--- config.mk ---
export PLATFORM = sky130hd
export DESIGN_NAME = syncmd_sync_gen
export DESIGN_NICKNAME = d
export VERILOG_FILES = /design/src/rtl/syncmd_pkg.sv /design/src/rtl/syncmd_detect.sv /design/src/rtl/syncmd_sync_gen.sv
export SDC_FILE = /design/constraint.sdc
export NUM_CORES = 1
export LEC_CHECK = 0
export ABC_AREA = 0
export BUFFER_PORTS_ARGS = -buffer_cell sky130_fd_sc_hd__buf_2
export CAP_MARGIN = 20
export CORE_MARGIN = 1.5
export CORE_UTILIZATION = 35
export DETAILED_ROUTE_END_ITERATION = 8
export SYNTH_ARGS = -nofsm -noshare
export SYNTH_HDL_FRONTEND = slang
export SYNTH_SLANG_ARGS = --single-unit
--- constraint.sdc ---
create_clock -name clk -period 3.8 [get_ports clk]
set_input_delay 0.19 -clock clk [delete_from_list [all_inputs] [get_ports clk]]
set_output_delay 0.19 -clock clk [all_outputs]
set_load 0.02 [all_outputs]
--- src/rtl/syncmd_pkg.sv ---
// Behaviour
// - horizontal polarity to positive clears flag, event after 38 lines.
// - horizontal polarity to negative sets flag, event after 60 lines.
// - polarity flag 0 means positive sync, 1 means negative sync.
// - while change is sustained, update stored period and presence.
// - once stable, filter counter counts down and update enable drops, freezing both.
// - vertical period is a 12-bit count of base clock divided by 76 per frame.
// - vertical presence uses thresholds FF0H and FC0H for hysteresis.
// - vertical polarity is the input level sampled at a quarter frame.
// - vertical period change counts only after persisting beyond 3 frames.
// - static vertical state raises the mode event at count 4080.
// - two-bit format select picks one of four horizontal output forms.
// - format 1,1 passes input pulses only, no substitution.
// - down counter reloads slightly above period per sync; at zero it substitutes.
// - free-run loads counter from free-run period, ignoring input syncs.
// - 5-bit width counter; output sets on pulse or edge, resets at end.
// - vertical generator clocks on base tick, or on free-run lines in free-run.
// - six captured period, polarity and presence values always readable.
// - any period or polarity change raises the mode event.
// - free-run intervals come from 10-bit horizontal and vertical periods.
// - cross-hatch spacing is each free-run period divided by 32.
// - white pattern edges sit at fixed base clock counts.
// - patterns only in free-run; enable flag and type flag control them.
// - absence flop set at FF0H, cleared when count below FC0H.
// - interrupt request flag sets only on mode changes.
// - detection runs from reset; free-run output is the default format.
package syncmd_pkg;

	// ----------------------------------------
	// base clocks and thresholds
	// ----------------------------------------
	localparam logic [6:0] V_DIV_LAST = 7'h4B;
	localparam logic [11:0] PER_ABSENT = 12'hFF0;
	localparam logic [11:0] PER_PRESENT = 12'hFC0;
	localparam logic [11:0] PER_RESET = 12'hFF0;
	localparam logic [11:0] PER_TOL = 12'h002;
	localparam int SUB_MARGIN_SHIFT = 4;
	localparam int HATCH_SHIFT = 5;

	// ----------------------------------------
	// filter limits
	// ----------------------------------------
	localparam logic [5:0] H_POL_TO_POS = 6'h26;
	localparam logic [5:0] H_POL_TO_NEG = 6'h3C;
	localparam logic [5:0] V_POL_TO_POS = 6'h03;
	localparam logic [5:0] V_POL_TO_NEG = 6'h03;
	localparam logic [3:0] H_CHG_LIMIT = 4'hF;
	localparam logic [3:0] V_CHG_LIMIT = 4'h4;

	// ----------------------------------------
	// white pattern window
	// ----------------------------------------
	localparam logic [11:0] H_WHITE_START = 12'h040;
	localparam logic [11:0] H_WHITE_END = 12'h3C0;
	localparam logic [11:0] V_WHITE_START = 12'h008;
	localparam logic [11:0] V_WHITE_END = 12'h0C0;

	typedef enum logic [1:0] {
		FMT_IN_SUBST = 2'b00,
		FMT_FIXED = 2'b01,
		FMT_FREE = 2'b10,
		FMT_IN_ONLY = 2'b11
	} syncmd_fmt_t;

	typedef struct packed {
		logic [11:0] period;
		logic polarity;
		logic present;
	} syncmd_param_t;

	typedef struct packed {
		logic [11:0] cnt;
		logic [11:0] period;
		logic absent;
		logic polarity;
		logic sample;
		logic [5:0] polCnt;
		logic [3:0] chgCnt;
		logic updEn;
		logic prevPos;
		logic edgeSeen;
		logic evt;
	} syncmd_det_t;

endpackage : syncmd_pkg

--- src/rtl/syncmd_detect.sv ---
`timescale 1ns/1ps
`default_nettype none
module syncmd_detect import syncmd_pkg::*; #(
	parameter logic [5:0] POL_TO_POS = 6'h01,
	parameter logic [5:0] POL_TO_NEG = 6'h01,
	parameter logic [3:0] CHG_LIMIT = 4'h1
) (
	input wire logic clk,
	input wire logic rst_b,
	input wire logic clkEn,
	input wire logic tick,
	input wire logic syncRaw,
	output logic syncPos,
	output logic syncEdge,
	output logic updateEnable,
	output syncmd_param_t param,
	output logic modeEvt
);

	syncmd_det_t q;
	syncmd_det_t d;
	logic pos;
	logic edgeNow;
	logic [11:0] diff;
	logic changed;
	logic updNow;

	// ----------------------------------------
	// next state
	// ----------------------------------------
	always_comb
	begin
		d = q;
		d.evt = 1'b0;
		pos = syncRaw ^ q.polarity;
		edgeNow = pos & ~q.prevPos;
		d.prevPos = pos;
		d.edgeSeen = edgeNow;
		diff = (q.cnt > q.period) ? (q.cnt - q.period) : (q.period - q.cnt);
		changed = diff > PER_TOL;
		updNow = q.updEn | (changed & (q.chgCnt == CHG_LIMIT - 4'h1));
		if (tick && !q.absent && q.cnt == (q.period >> 2))
			d.sample = syncRaw;
		if (edgeNow)
		begin
			d.cnt = 12'h000;
			if (changed)
			begin
				if (updNow)
				begin
					d.updEn = 1'b1;
					d.chgCnt = CHG_LIMIT;
					d.period = q.cnt;
					d.evt = 1'b1;
					if (q.cnt < PER_PRESENT)
						d.absent = 1'b0;
				end
				else
					d.chgCnt = q.chgCnt + 4'h1;
			end
			else
			begin
				if (q.chgCnt != 4'h0)
					d.chgCnt = q.chgCnt - 4'h1;
				if (q.chgCnt <= 4'h1)
					d.updEn = 1'b0;
			end
			if (q.sample != q.polarity)
			begin
				if (q.polCnt + 6'h01 >= (q.polarity ? POL_TO_POS : POL_TO_NEG))
				begin
					d.polarity = q.sample;
					d.polCnt = 6'h00;
					d.evt = 1'b1;
				end
				else
					d.polCnt = q.polCnt + 6'h01;
			end
			else
				d.polCnt = 6'h00;
		end
		else if (tick && q.cnt < PER_ABSENT)
			d.cnt = q.cnt + 12'h001;
		else if (q.cnt >= PER_ABSENT && !q.absent)
		begin
			d.absent = 1'b1;
			d.period = PER_ABSENT;
			d.evt = 1'b1;
		end
	end

	// ----------------------------------------
	// state register
	// ----------------------------------------
	always_ff @(posedge clk or negedge rst_b)
	begin
		if (!rst_b)
			q <= '{cnt: 12'h000, period: PER_RESET, absent: 1'b1, polarity: 1'b0, sample: 1'b0,
				polCnt: 6'h00, chgCnt: 4'h0, updEn: 1'b0, prevPos: 1'b0, edgeSeen: 1'b0, evt: 1'b0};
		else if (clkEn)
			q <= d;
	end

	assign syncPos = q.prevPos;
	assign syncEdge = q.edgeSeen;
	assign updateEnable = q.updEn;
	assign param = '{period: q.period, polarity: q.polarity, present: ~q.absent};
	assign modeEvt = q.evt;

endmodule : syncmd_detect
`default_nettype wire

--- src/rtl/syncmd_sync_gen.sv ---
`timescale 1ns/1ps
`default_nettype none
module syncmd_sync_gen import syncmd_pkg::*; (
	input wire logic clk,
	input wire logic rst_b,
	input wire logic clkEn,
	input wire logic hSyncIn,
	input wire logic vSyncIn,
	input wire logic hFormatSelHi,
	input wire logic hFormatSelLo,
	input wire logic [9:0] hFreeRunPeriod,
	input wire logic [9:0] vFreeRunPeriod,
	input wire logic [4:0] hOutPulseWidth,
	input wire logic [3:0] vOutPulseWidth,
	input wire logic patternEnableFlag,
	input wire logic patternTypeFlag,
	input wire logic irqClear,
	output syncmd_param_t hParam,
	output syncmd_param_t vParam,
	output logic hUpdateEnable,
	output logic hSyncOutput,
	output logic vSyncOutput,
	output logic patternVideo,
	output logic extIrqRequestFlag
);

	typedef struct packed {
		logic hS1;
		logic hS2;
		logic vS1;
		logic vS2;
		logic [6:0] vDiv;
		logic vTick;
		logic [11:0] hDown;
		logic [4:0] hWidth;
		logic hFixed;
		logic hOut;
		logic [11:0] vDown;
		logic [5:0] vWidth;
		logic vFixed;
		logic vOut;
		logic [11:0] hPos;
		logic [11:0] vPos;
		logic [4:0] hHatch;
		logic [4:0] vHatch;
		logic pattern;
		logic irq;
	} syncmd_main_t;

	syncmd_main_t q;
	syncmd_main_t d;
	syncmd_fmt_t fmt;
	logic freeRun;
	logic hSyncPos;
	logic hEdge;
	logic hEvt;
	logic vSyncPos;
	logic vEdge;
	logic vEvt;
	logic hSubst;
	logic vClk;
	logic vSubst;
	logic [12:0] hLoadWide;
	logic [12:0] vLoadWide;
	logic [11:0] hLoad;
	logic [11:0] vLoad;
	logic [11:0] hFreeLoad;
	logic [11:0] vFreeLoad;
	logic [5:0] vWidthLoad;
	logic whiteOn;
	logic hatchOn;

	// ----------------------------------------
	// mode detectors
	// ----------------------------------------
	syncmd_detect #(
		.POL_TO_POS(H_POL_TO_POS),
		.POL_TO_NEG(H_POL_TO_NEG),
		.CHG_LIMIT(H_CHG_LIMIT)
	) hDet (
		.clk(clk),
		.rst_b(rst_b),
		.clkEn(clkEn),
		.tick(1'b1),
		.syncRaw(q.hS2),
		.syncPos(hSyncPos),
		.syncEdge(hEdge),
		.updateEnable(hUpdateEnable),
		.param(hParam),
		.modeEvt(hEvt)
	);

	syncmd_detect #(
		.POL_TO_POS(V_POL_TO_POS),
		.POL_TO_NEG(V_POL_TO_NEG),
		.CHG_LIMIT(V_CHG_LIMIT)
	) vDet (
		.clk(clk),
		.rst_b(rst_b),
		.clkEn(clkEn),
		.tick(q.vTick),
		.syncRaw(q.vS2),
		.syncPos(vSyncPos),
		.syncEdge(vEdge),
		.updateEnable(),
		.param(vParam),
		.modeEvt(vEvt)
	);

	// ----------------------------------------
	// derived loads
	// ----------------------------------------
	always_comb
	begin
		fmt = syncmd_fmt_t'({hFormatSelHi, hFormatSelLo});
		freeRun = (fmt == FMT_FREE);
		hLoadWide = {1'b0, hParam.period} + {1'b0, hParam.period >> SUB_MARGIN_SHIFT} + 13'h0001;
		vLoadWide = {1'b0, vParam.period} + {1'b0, vParam.period >> SUB_MARGIN_SHIFT} + 13'h0001;
		hLoad = hLoadWide[12] ? 12'hFFF : hLoadWide[11:0];
		vLoad = vLoadWide[12] ? 12'hFFF : vLoadWide[11:0];
		hFreeLoad = {2'b00, hFreeRunPeriod} - 12'h001;
		vFreeLoad = {1'b0, vFreeRunPeriod, 1'b0} - 12'h001;
		vWidthLoad = {1'b0, vOutPulseWidth, 1'b0} + 6'h04;
		hSubst = (q.hDown == 12'h000) && (fmt != FMT_IN_ONLY);
		vClk = freeRun ? hSubst : q.vTick;
		vSubst = vClk && (q.vDown == 12'h000) && (fmt != FMT_IN_ONLY);
		whiteOn = (q.hPos >= H_WHITE_START) && (q.hPos < H_WHITE_END)
			&& (q.vPos >= V_WHITE_START) && (q.vPos < V_WHITE_END);
		hatchOn = (q.hHatch == 5'h00) || (q.vHatch == 5'h00);
	end

	// ----------------------------------------
	// next state
	// ----------------------------------------
	always_comb
	begin
		d = q;
		d.hS1 = hSyncIn;
		d.hS2 = q.hS1;
		d.vS1 = vSyncIn;
		d.vS2 = q.vS1;

		// vertical base tick
		if (q.vDiv == V_DIV_LAST)
		begin
			d.vDiv = 7'h00;
			d.vTick = 1'b1;
		end
		else
		begin
			d.vDiv = q.vDiv + 7'h01;
			d.vTick = 1'b0;
		end

		// horizontal down counter
		if (hSubst)
			d.hDown = freeRun ? hFreeLoad : hLoad;
		else if (hEdge && !freeRun)
			d.hDown = hLoad;
		else if (q.hDown != 12'h000)
			d.hDown = q.hDown - 12'h001;

		// horizontal output flop
		if (hSubst || (hEdge && fmt == FMT_FIXED))
		begin
			d.hOut = 1'b1;
			d.hFixed = 1'b1;
			d.hWidth = hOutPulseWidth;
		end
		else if (hEdge && !freeRun)
		begin
			d.hOut = 1'b1;
			d.hFixed = 1'b0;
		end
		else if (q.hFixed)
		begin
			if (q.hWidth <= 5'h01)
			begin
				d.hOut = 1'b0;
				d.hFixed = 1'b0;
			end
			else
				d.hWidth = q.hWidth - 5'h01;
		end
		else if (q.hOut && !hSyncPos)
			d.hOut = 1'b0;

		// vertical down counter
		if (vSubst)
			d.vDown = freeRun ? vFreeLoad : vLoad;
		else if (vEdge && !freeRun)
			d.vDown = vLoad;
		else if (vClk && q.vDown != 12'h000)
			d.vDown = q.vDown - 12'h001;

		// vertical output flop
		if (vSubst || (vEdge && fmt == FMT_FIXED))
		begin
			d.vOut = 1'b1;
			d.vFixed = 1'b1;
			d.vWidth = vWidthLoad;
		end
		else if (vEdge && !freeRun)
		begin
			d.vOut = 1'b1;
			d.vFixed = 1'b0;
		end
		else if (q.vFixed)
		begin
			if (vClk)
			begin
				if (q.vWidth <= 6'h01)
				begin
					d.vOut = 1'b0;
					d.vFixed = 1'b0;
				end
				else
					d.vWidth = q.vWidth - 6'h01;
			end
		end
		else if (q.vOut && !vSyncPos)
			d.vOut = 1'b0;

		// pattern position counters
		if (hSubst)
		begin
			d.hPos = 12'h000;
			d.hHatch = hFreeRunPeriod[9:HATCH_SHIFT];
			if (vSubst)
				d.vHatch = vFreeRunPeriod[9:HATCH_SHIFT];
			else if (q.vHatch == 5'h00)
				d.vHatch = vFreeRunPeriod[9:HATCH_SHIFT];
			else
				d.vHatch = q.vHatch - 5'h01;
		end
		else
		begin
			if (q.hPos != 12'hFFF)
				d.hPos = q.hPos + 12'h001;
			if (q.hHatch == 5'h00)
				d.hHatch = hFreeRunPeriod[9:HATCH_SHIFT];
			else
				d.hHatch = q.hHatch - 5'h01;
		end
		if (vSubst)
			d.vPos = 12'h000;
		else if (q.vTick && q.vPos != 12'hFFF)
			d.vPos = q.vPos + 12'h001;

		d.pattern = patternEnableFlag && freeRun && (patternTypeFlag ? hatchOn : whiteOn);

		// interrupt request flag, a new event wins over the clear
		if (hEvt || vEvt)
			d.irq = 1'b1;
		else if (irqClear)
			d.irq = 1'b0;
	end

	// ----------------------------------------
	// state register
	// ----------------------------------------
	always_ff @(posedge clk or negedge rst_b)
	begin
		if (!rst_b)
			q <= '{hS1: 1'b0, hS2: 1'b0, vS1: 1'b0, vS2: 1'b0, vDiv: 7'h00, vTick: 1'b0,
				hDown: 12'h000, hWidth: 5'h00, hFixed: 1'b0, hOut: 1'b0,
				vDown: 12'h000, vWidth: 6'h00, vFixed: 1'b0, vOut: 1'b0,
				hPos: 12'h000, vPos: 12'h000, hHatch: 5'h00, vHatch: 5'h00,
				pattern: 1'b0, irq: 1'b0};
		else if (clkEn)
			q <= d;
	end

	// ----------------------------------------
	// outputs
	// ----------------------------------------
	assign hSyncOutput = q.hOut;
	assign vSyncOutput = q.vOut;
	assign patternVideo = q.pattern;
	assign extIrqRequestFlag = q.irq;

endmodule : syncmd_sync_gen
`default_nettype wire

# After elaboration in Yosys (flattened, before gate mapping)
# Cells that the tools add are included.
[classes]
n_addsub = 28
eq_ne = 29
order_cmp = 20
muxes = 85
bitwise_logic = 12
n_reduce_logical = 83
[ops]
columns = ["operator", "n"]
rows = [
  ["12-bit two-way mux", 18],
  ["13-bit two-way mux", 8],
  ["25-bit two-way mux", 2],
  ["12-bit by 1-bit adder with 12-bit output (second input constant)", 4],
  ["12-bit less-than comparator (second input constant)", 4],
  ["12-bit subtractor", 4],
  ["5-bit two-way mux", 9],
  ["6-bit two-way mux", 7],
  ["1-bit two-way mux", 28],
  ["2-bit nonzero test", 14],
  ["12-bit by 8-bit adder with 13-bit output", 2],
  ["13-bit by 1-bit adder with 13-bit output (second input constant)", 2],
  ["12-bit by 10-bit == test with 1-bit output", 2],
  ["12-bit >= comparator (second input constant)", 2],
  ["12-bit greater-than comparator", 2],
  ["12-bit by 2-bit greater-than comparator with 1-bit output (second input constant)", 2],
  ["12-bit zero test", 2],
  ["8-bit two-way mux", 3],
  ["12-bit != test (second input constant)", 2],
  ["2-bit AND reduction", 12],
  ["4-bit AND reduction", 6],
  ["12-bit nonzero test", 2],
  ["12-bit by 1-bit subtractor with 12-bit output (second input constant)", 2],
  ["1-bit logical AND", 22],
  ["42 further kinds", 96],
]
[totals]
ff_bits = 169
wordCells = 299

# Logic depth before layout (Yosys ltp)
[depth]
ltp_word = 10
ltp_mapped = 16

# Cells and area by module
# Synthesis repeated with hierarchy kept, for this count alone.
[hier_totals]
hier_cells = 1660
area_unflattened_um2 = 14013.4
[by_module_without_submodules]
columns = ["module", "area_each_um2", "n_inst", "cells_per_inst", "seq_area_each_um2"]
rows = [
  ["syncmd_sync_gen", 6800.3, 1, 819, 2177.1],
  ["syncmd_detect (hDet)", 3639.7, 1, 427, 1037.2],
  ["syncmd_detect (vDet)", 3573.4, 1, 414, 1037.2],
]

# Worst setup path before layout
# Ideal clock, no wire load.
[synth_timing]
path_type = "register to register"
startpoint = "register hDet.q, in the netlist hDet.param[10]"
endpoint = "register hDet.q[7] (netlist bit)"
stages_incl_launch_ff = 14
synth_period_minus_slack_ns = 3.404
slack_ns = 0.396
required_time_ns = 3.674
t_arrival_ns = 3.278
cell_sequence = "dfstp_2 > clkbuf_1 > inv_1 > ha_1 > clkbuf_1 > a211oi_1 > o2bb2ai_1 > a21oi_1 > o21a_1 > mux4_2 > a21oi_2 > buf_6 > a31oi_1 > a221o_1"
[synth_via]
elab_chain_cells = 7
[synth_lines]
columns = ["element", "line_no", "text"]
rows = [
  ["start, declared", "syncmd_detect.sv:20", "syncmd_det_t q;"],
  ["start signal, assigned", "syncmd_detect.sv:98", "q <= '{cnt: 12'h000, period: PER_RESET, absent: 1'b1, polarity: 1'b0, sample: 1'b0,"],
  ["12-bit subtractor / 12-bit greater-than comparator (equally long branches)", "syncmd_detect.sv:39", "diff = (q.cnt > q.period) ? (q.cnt - q.period) : (q.period - q.cnt);"],
  ["12-bit two-way mux *", "syncmd_detect.sv:39", ""],
  ["12-bit by 2-bit greater-than comparator with 1-bit output *", "syncmd_detect.sv:40", "changed = diff > PER_TOL;"],
  ["1-bit bitwise AND", "syncmd_detect.sv:41", "updNow = q.updEn | (changed & (q.chgCnt == CHG_LIMIT - 4'h1));"],
  ["1-bit OR", "syncmd_detect.sv:41", ""],
  ["4-bit two-way mux", "syncmd_detect.sv:49", "if (updNow)"],
  ["5-bit two-way mux", "syncmd_detect.sv:47", "if (changed)"],
]
# Mark *: on every way between the ends. The rest lies on a longest branch, timed or not.
# A chain may end at the register's enable or synchronous reset.

# Worst setup path in the final report
[layout_timing]
startpoint = "register hDet.q, in the netlist hDet.param[7]"
endpoint = "register hDet.q[7] (netlist bit)"
# Same word-level chain as after synthesis.

==> summary.md <==
| Metric | Value |
|---|---|
| H-tree levels | `4` |
| PD cells | `617 nW/um^2` |
| Synth Area in Simple Gates | `21.5%` |
| Data arrival, critical path | `3.86 ns` |
| Setup tns final | `0 ns` |
| DP Wirelength | `27,600 um` |
| Pleak | `6.57 nW` |
| XOR/XNOR Fraction of Synth Area | `7.79%` |
| Vias in the first global route | `11,400` |
| Fin crit share | `92.9%` |
| Vias post-DR | `12,000` |
| Final setup fails | `0` |
| R2R Setup Slk | `0.27 ns` |
| # DRC | `0` |
| FF/Latch Area | `4250 um^2` |
| CTS max path bufs | `2` |
| Tmin final | `3.53 ns` |
| Compound-Gate Fraction of Synth Area | `19.7%` |
| Clock slew at reported path FFs | `0.08 ns` |
| Synthesized area | `13,500 um^2` |
| Die extent in x | `199 um` |
| Cells on worst reg2reg path | `13` |
| CTS tree | `built` |
| Port bufs | `71` |
| Max Fanout on Critical Path | `9` |
| Mean Syn Cell Area | `8.27 um^2` |
| CP required | `4.13 ns` |
| Worst hold path class | `in -> reg` |
| Critical Path Source Type | `flop` |
| Outcome | `completed` |
| Footprint of the multi-input gates | `8330 um^2` |
| Crit path depth | `13` |
| Gr usage total | `18.7%` |
| RSZ-0062 raised after global routing | `false` |
| Unique masters post-synth | `90` |
| Post-synthesis sequential area ratio | `31.5%` |
| Most used cell, CP | `buf_4` |
| Adder-cell share of the synthesized area | `9.79%` |
| Root buffer cell | `clkbuf_16` |
| Syn_nets | `1,773` |
| Row count | `71` |
| Worst Path Buf+Inv | `3` |
| Hold_sp | `hOutPulseWidth[3]` |
| Hold EP | `q[61]` |
| Yosys warning count | `0` |
| Cells after Synth | `1,632` |
| Mux share of post-synthesis cell area | `2.80%` |
| Top cell type by total area after synthesis | `dfrtp_1` |
| DR WL/cell | `16.7 um` |
| Initial drt markers | `824` |
| Core Util, Final | `39.8%` |
| Reg-to-Reg Start | `hDet.param[7]` |
| Fin area | `15,000 um^2` |
| Layout area overhead | `11.5%` |
| Final Max Slew Viols | `0` |
| Layout Skew | `0.0247 ns` |
| Full die area | `39,700 um^2` |
| Layout cells sized above 1 | `12.8%` |
| Starting Density | `35.7%` |
| Reg2reg end | `hDet.q[7]` |
| Clock Latency Late Sink | `0.45 ns` |
| Die Y | `199 um` |
| Most common flop cell mapped by yosys | `dfrtp_1` |
| Largest stage delay on the critical path | `0.66 ns` |
| EDFF count, synth | `0` |
| Placed inst area | `14,300 um^2` |
| DP Cell Count | `2,167` |
| Critical-path top delay cell | `dfstp_2` |
| Crit. End Element | `flop` |
| Asr flop ratio synth | `100%` |
| Hold Path Depth | `3` |
| Clock tree sinks | `169` |
| Rel. slew slack | `32.0%` |
| Largest family of logic cells by synthesized area | `simple AND/OR/NAND/NOR gates` |
| Routed WL | `36,800 um` |
| Number of detailed-route iterations in the first pass | `5` |
| Worst Path Class, Setup | `reg -> reg` |
| Total grt overflow | `0` |
| I/O pins | `72` |
| Pin count of the biggest net entering global routing | `82` |
| Initial antenna violation count | `1` |
| Routed Antenna Nets | `0` |
| First-pass GRT wire length | `59,700 um` |
| Ranking of synthesized cells by area | `dfrtp_1 28%, ha_1 8.9%, xnor2_1 5.1%` |
| Worst Tran Pin Value | `1.01 ns` |
| Layout Nets | `1,820` |
| Fillers | `3,836` |
| Synth top area share | `28.0%` |
| Core area | `37,800 um^2` |
| Final-report hold violation count | `0` |
| PnR Total Power | `9.28 mW` |
| Cell Chain, Critical Path | `inv_1 -> ha_1 -> buf_4 -> a211o_1 -> o21ai_1 -> o211ai_1 -> a2111o_1 -> nor4_1 -> nand4_1 -> a21oi_4 -> buf_4 -> o31ai_1 -> a221o_1` |
| VDD IR-drop max | `360 uV` |
| Flops & latches, synth | `169` |
| Max Clk Rate | `0.283 GHz` |
| Post-route insts no fill | `2,207` |
| Final Wtd Congestion | `0.935` |
| Num CTS Buffers | `17` |
| CP top delay family | `compound AO/OA/AOI/OAI gates` |
| Max cap viols | `0` |
| Vias per cell | `5.44` |
-- per-layer routing --
| metal | GRT usage, % | vias up | wire [um] |
|---|---|---|---|
| met4 | 5.24 | 0 | 638 |
| li1 | - | 5858 | - |
| met3 | 2.99 | 52 | 1850 |
| met5 | 0 | - | 0 |
| met1 | 25.5 | 5805 | 17100 |
| met2 | 30.6 | 296 | 17300 |
-- how the worst max path moves through the flow --
stage                        start   endpoint  slack [ns]
detailed placement   hDet.param[6]  hDet.q[6]        0.20
global placement     hDet.param[6]  hDet.q[7]        0.28
global route         hDet.param[7]  hDet.q[7]        0.01
CTS                  hDet.param[6]  hDet.q[6]        0.17
finish               hDet.param[7]  hDet.q[7]        0.27
floorplan           hDet.param[10]  hDet.q[7]        0.40
-- through the flow --
step                      hold slack [ns]  setup WS, ns
after floorplan                    -0.106         0.396
after global placement              0.311         0.278
after detailed placement            0.317         0.197
after CTS                        0.000416         0.170
after global routing               0.0313        0.0103
final                              0.0235         0.272
-- cells by family (layout without fill, tap and decap cells) --
group / Yosys count / after routing
buffers and inverters: 207 / 267
multiplexers: 33 / 33
other: 0 / 4
flip-flops: 169 / 169
XOR/XNOR: 120 / 120
AO/OA/AOI/OAI: 419 / 419
AND/OR/NAND/NOR: 582 / 582
adder cells (fa/ha/maj): 102 / 102
-- cell type report --
cell class | count | share of cell area [%]
antenna | 4 | 0.0665
clock buffer | 19 | 3.01
clock inverter | 13 | 1.22
inverter | 115 | 2.87
multi-input combinational | 1256 | 55.4
sequential | 169 | 28.3
tap | 511 | 4.25
timing repair buffer | 120 | 4.92
-- repair_timing --
| item | CTS | global route |
|---|---|---|
| endpoints found under the hold margin | 69 | 3 |
| hold buffers | 1 | 3 |
| endpoints found under the setup margin | 0 | 11 |
| resized for setup | 0 | 4 |
| buffers inserted | 0 | 0 |
-- sequential cells by signal, indices dropped and copies added, names as in the netlist, 2 cells and up --
signal	count
d	2
q	81
hDet.param	13
vDet.param	13
hDet.q	24
vDet.q	24
-- where the power goes --
| part | total (mW) | leakage, nW | switching (mW) | internal (mW) |
|---|---|---|---|---|
| Clock | 1.90 | 0.310 | 0.810 | 1.09 |
| Combinational | 4.57 | 4.16 | 2.68 | 1.89 |
| Sequential | 2.81 | 2.11 | 0.540 | 2.27 |
| Total | 9.28 | 6.57 | 4.03 | 5.25 |
-- synthesized netlist by cell type (all sizes together), types with 13 or more instances --
| master | number |
|---|---|
| o31ai | 16 |
| dfrtp | 151 |
| ha | 96 |
| o21ai | 129 |
| nand2b | 16 |
| nand4 | 27 |
| a21o | 19 |
| inv | 115 |
| dfstp | 18 |
| nor2 | 164 |
| nor4 | 28 |
| clkbuf | 46 |
| xor2 | 42 |
| xnor2 | 78 |
| o21a | 13 |
| buf | 46 |
| a21oi | 117 |
| a31oi | 20 |
| mux2i | 16 |
| and3 | 14 |
| nor3 | 67 |
| nand2 | 135 |
| mux2 | 16 |
| nor2b | 23 |
| nand3 | 47 |
-- layout by cell type (no fill, tap or decap), drive strengths merged, types with 8 or more instances in the layout --
cell / synthesis / final
nor2: 164 / 164
dfrtp: 151 / 151
nand2: 135 / 135
o21ai: 129 / 129
inv: 115 / 120
a21oi: 117 / 117
buf: 46 / 116
ha: 96 / 96
xnor2: 78 / 78
nor3: 67 / 67
nand3: 47 / 47
xor2: 42 / 42
nor4: 28 / 28
nand4: 27 / 27
nor2b: 23 / 23
a31oi: 20 / 20
a21o: 19 / 19
clkbuf: 46 / 19
dfstp: 18 / 18
nand2b: 16 / 16
o31ai: 16 / 16
mux2i: 16 / 16
mux2: 16 / 16
and3: 14 / 14
o21a: 13 / 13
a211oi: 12 / 12
or3: 12 / 12
nor3b: 10 / 10
a22oi: 8 / 8
and4: 8 / 8
-- worst register-to-register path: stages, from the launching register on --
cell and delay, ns:
dfstp_2 0.66, inv_1 0.07, ha_1 0.40, buf_4 0.20
a211o_1 0.23, o21ai_1 0.13, o211ai_1 0.10, a2111o_1 0.41
nor4_1 0.20, nand4_1 0.19, a21oi_4 0.26, buf_4 0.20
o31ai_1 0.08, a221o_1 0.29
Note: power is estimated with default switching activity, not from simulation.
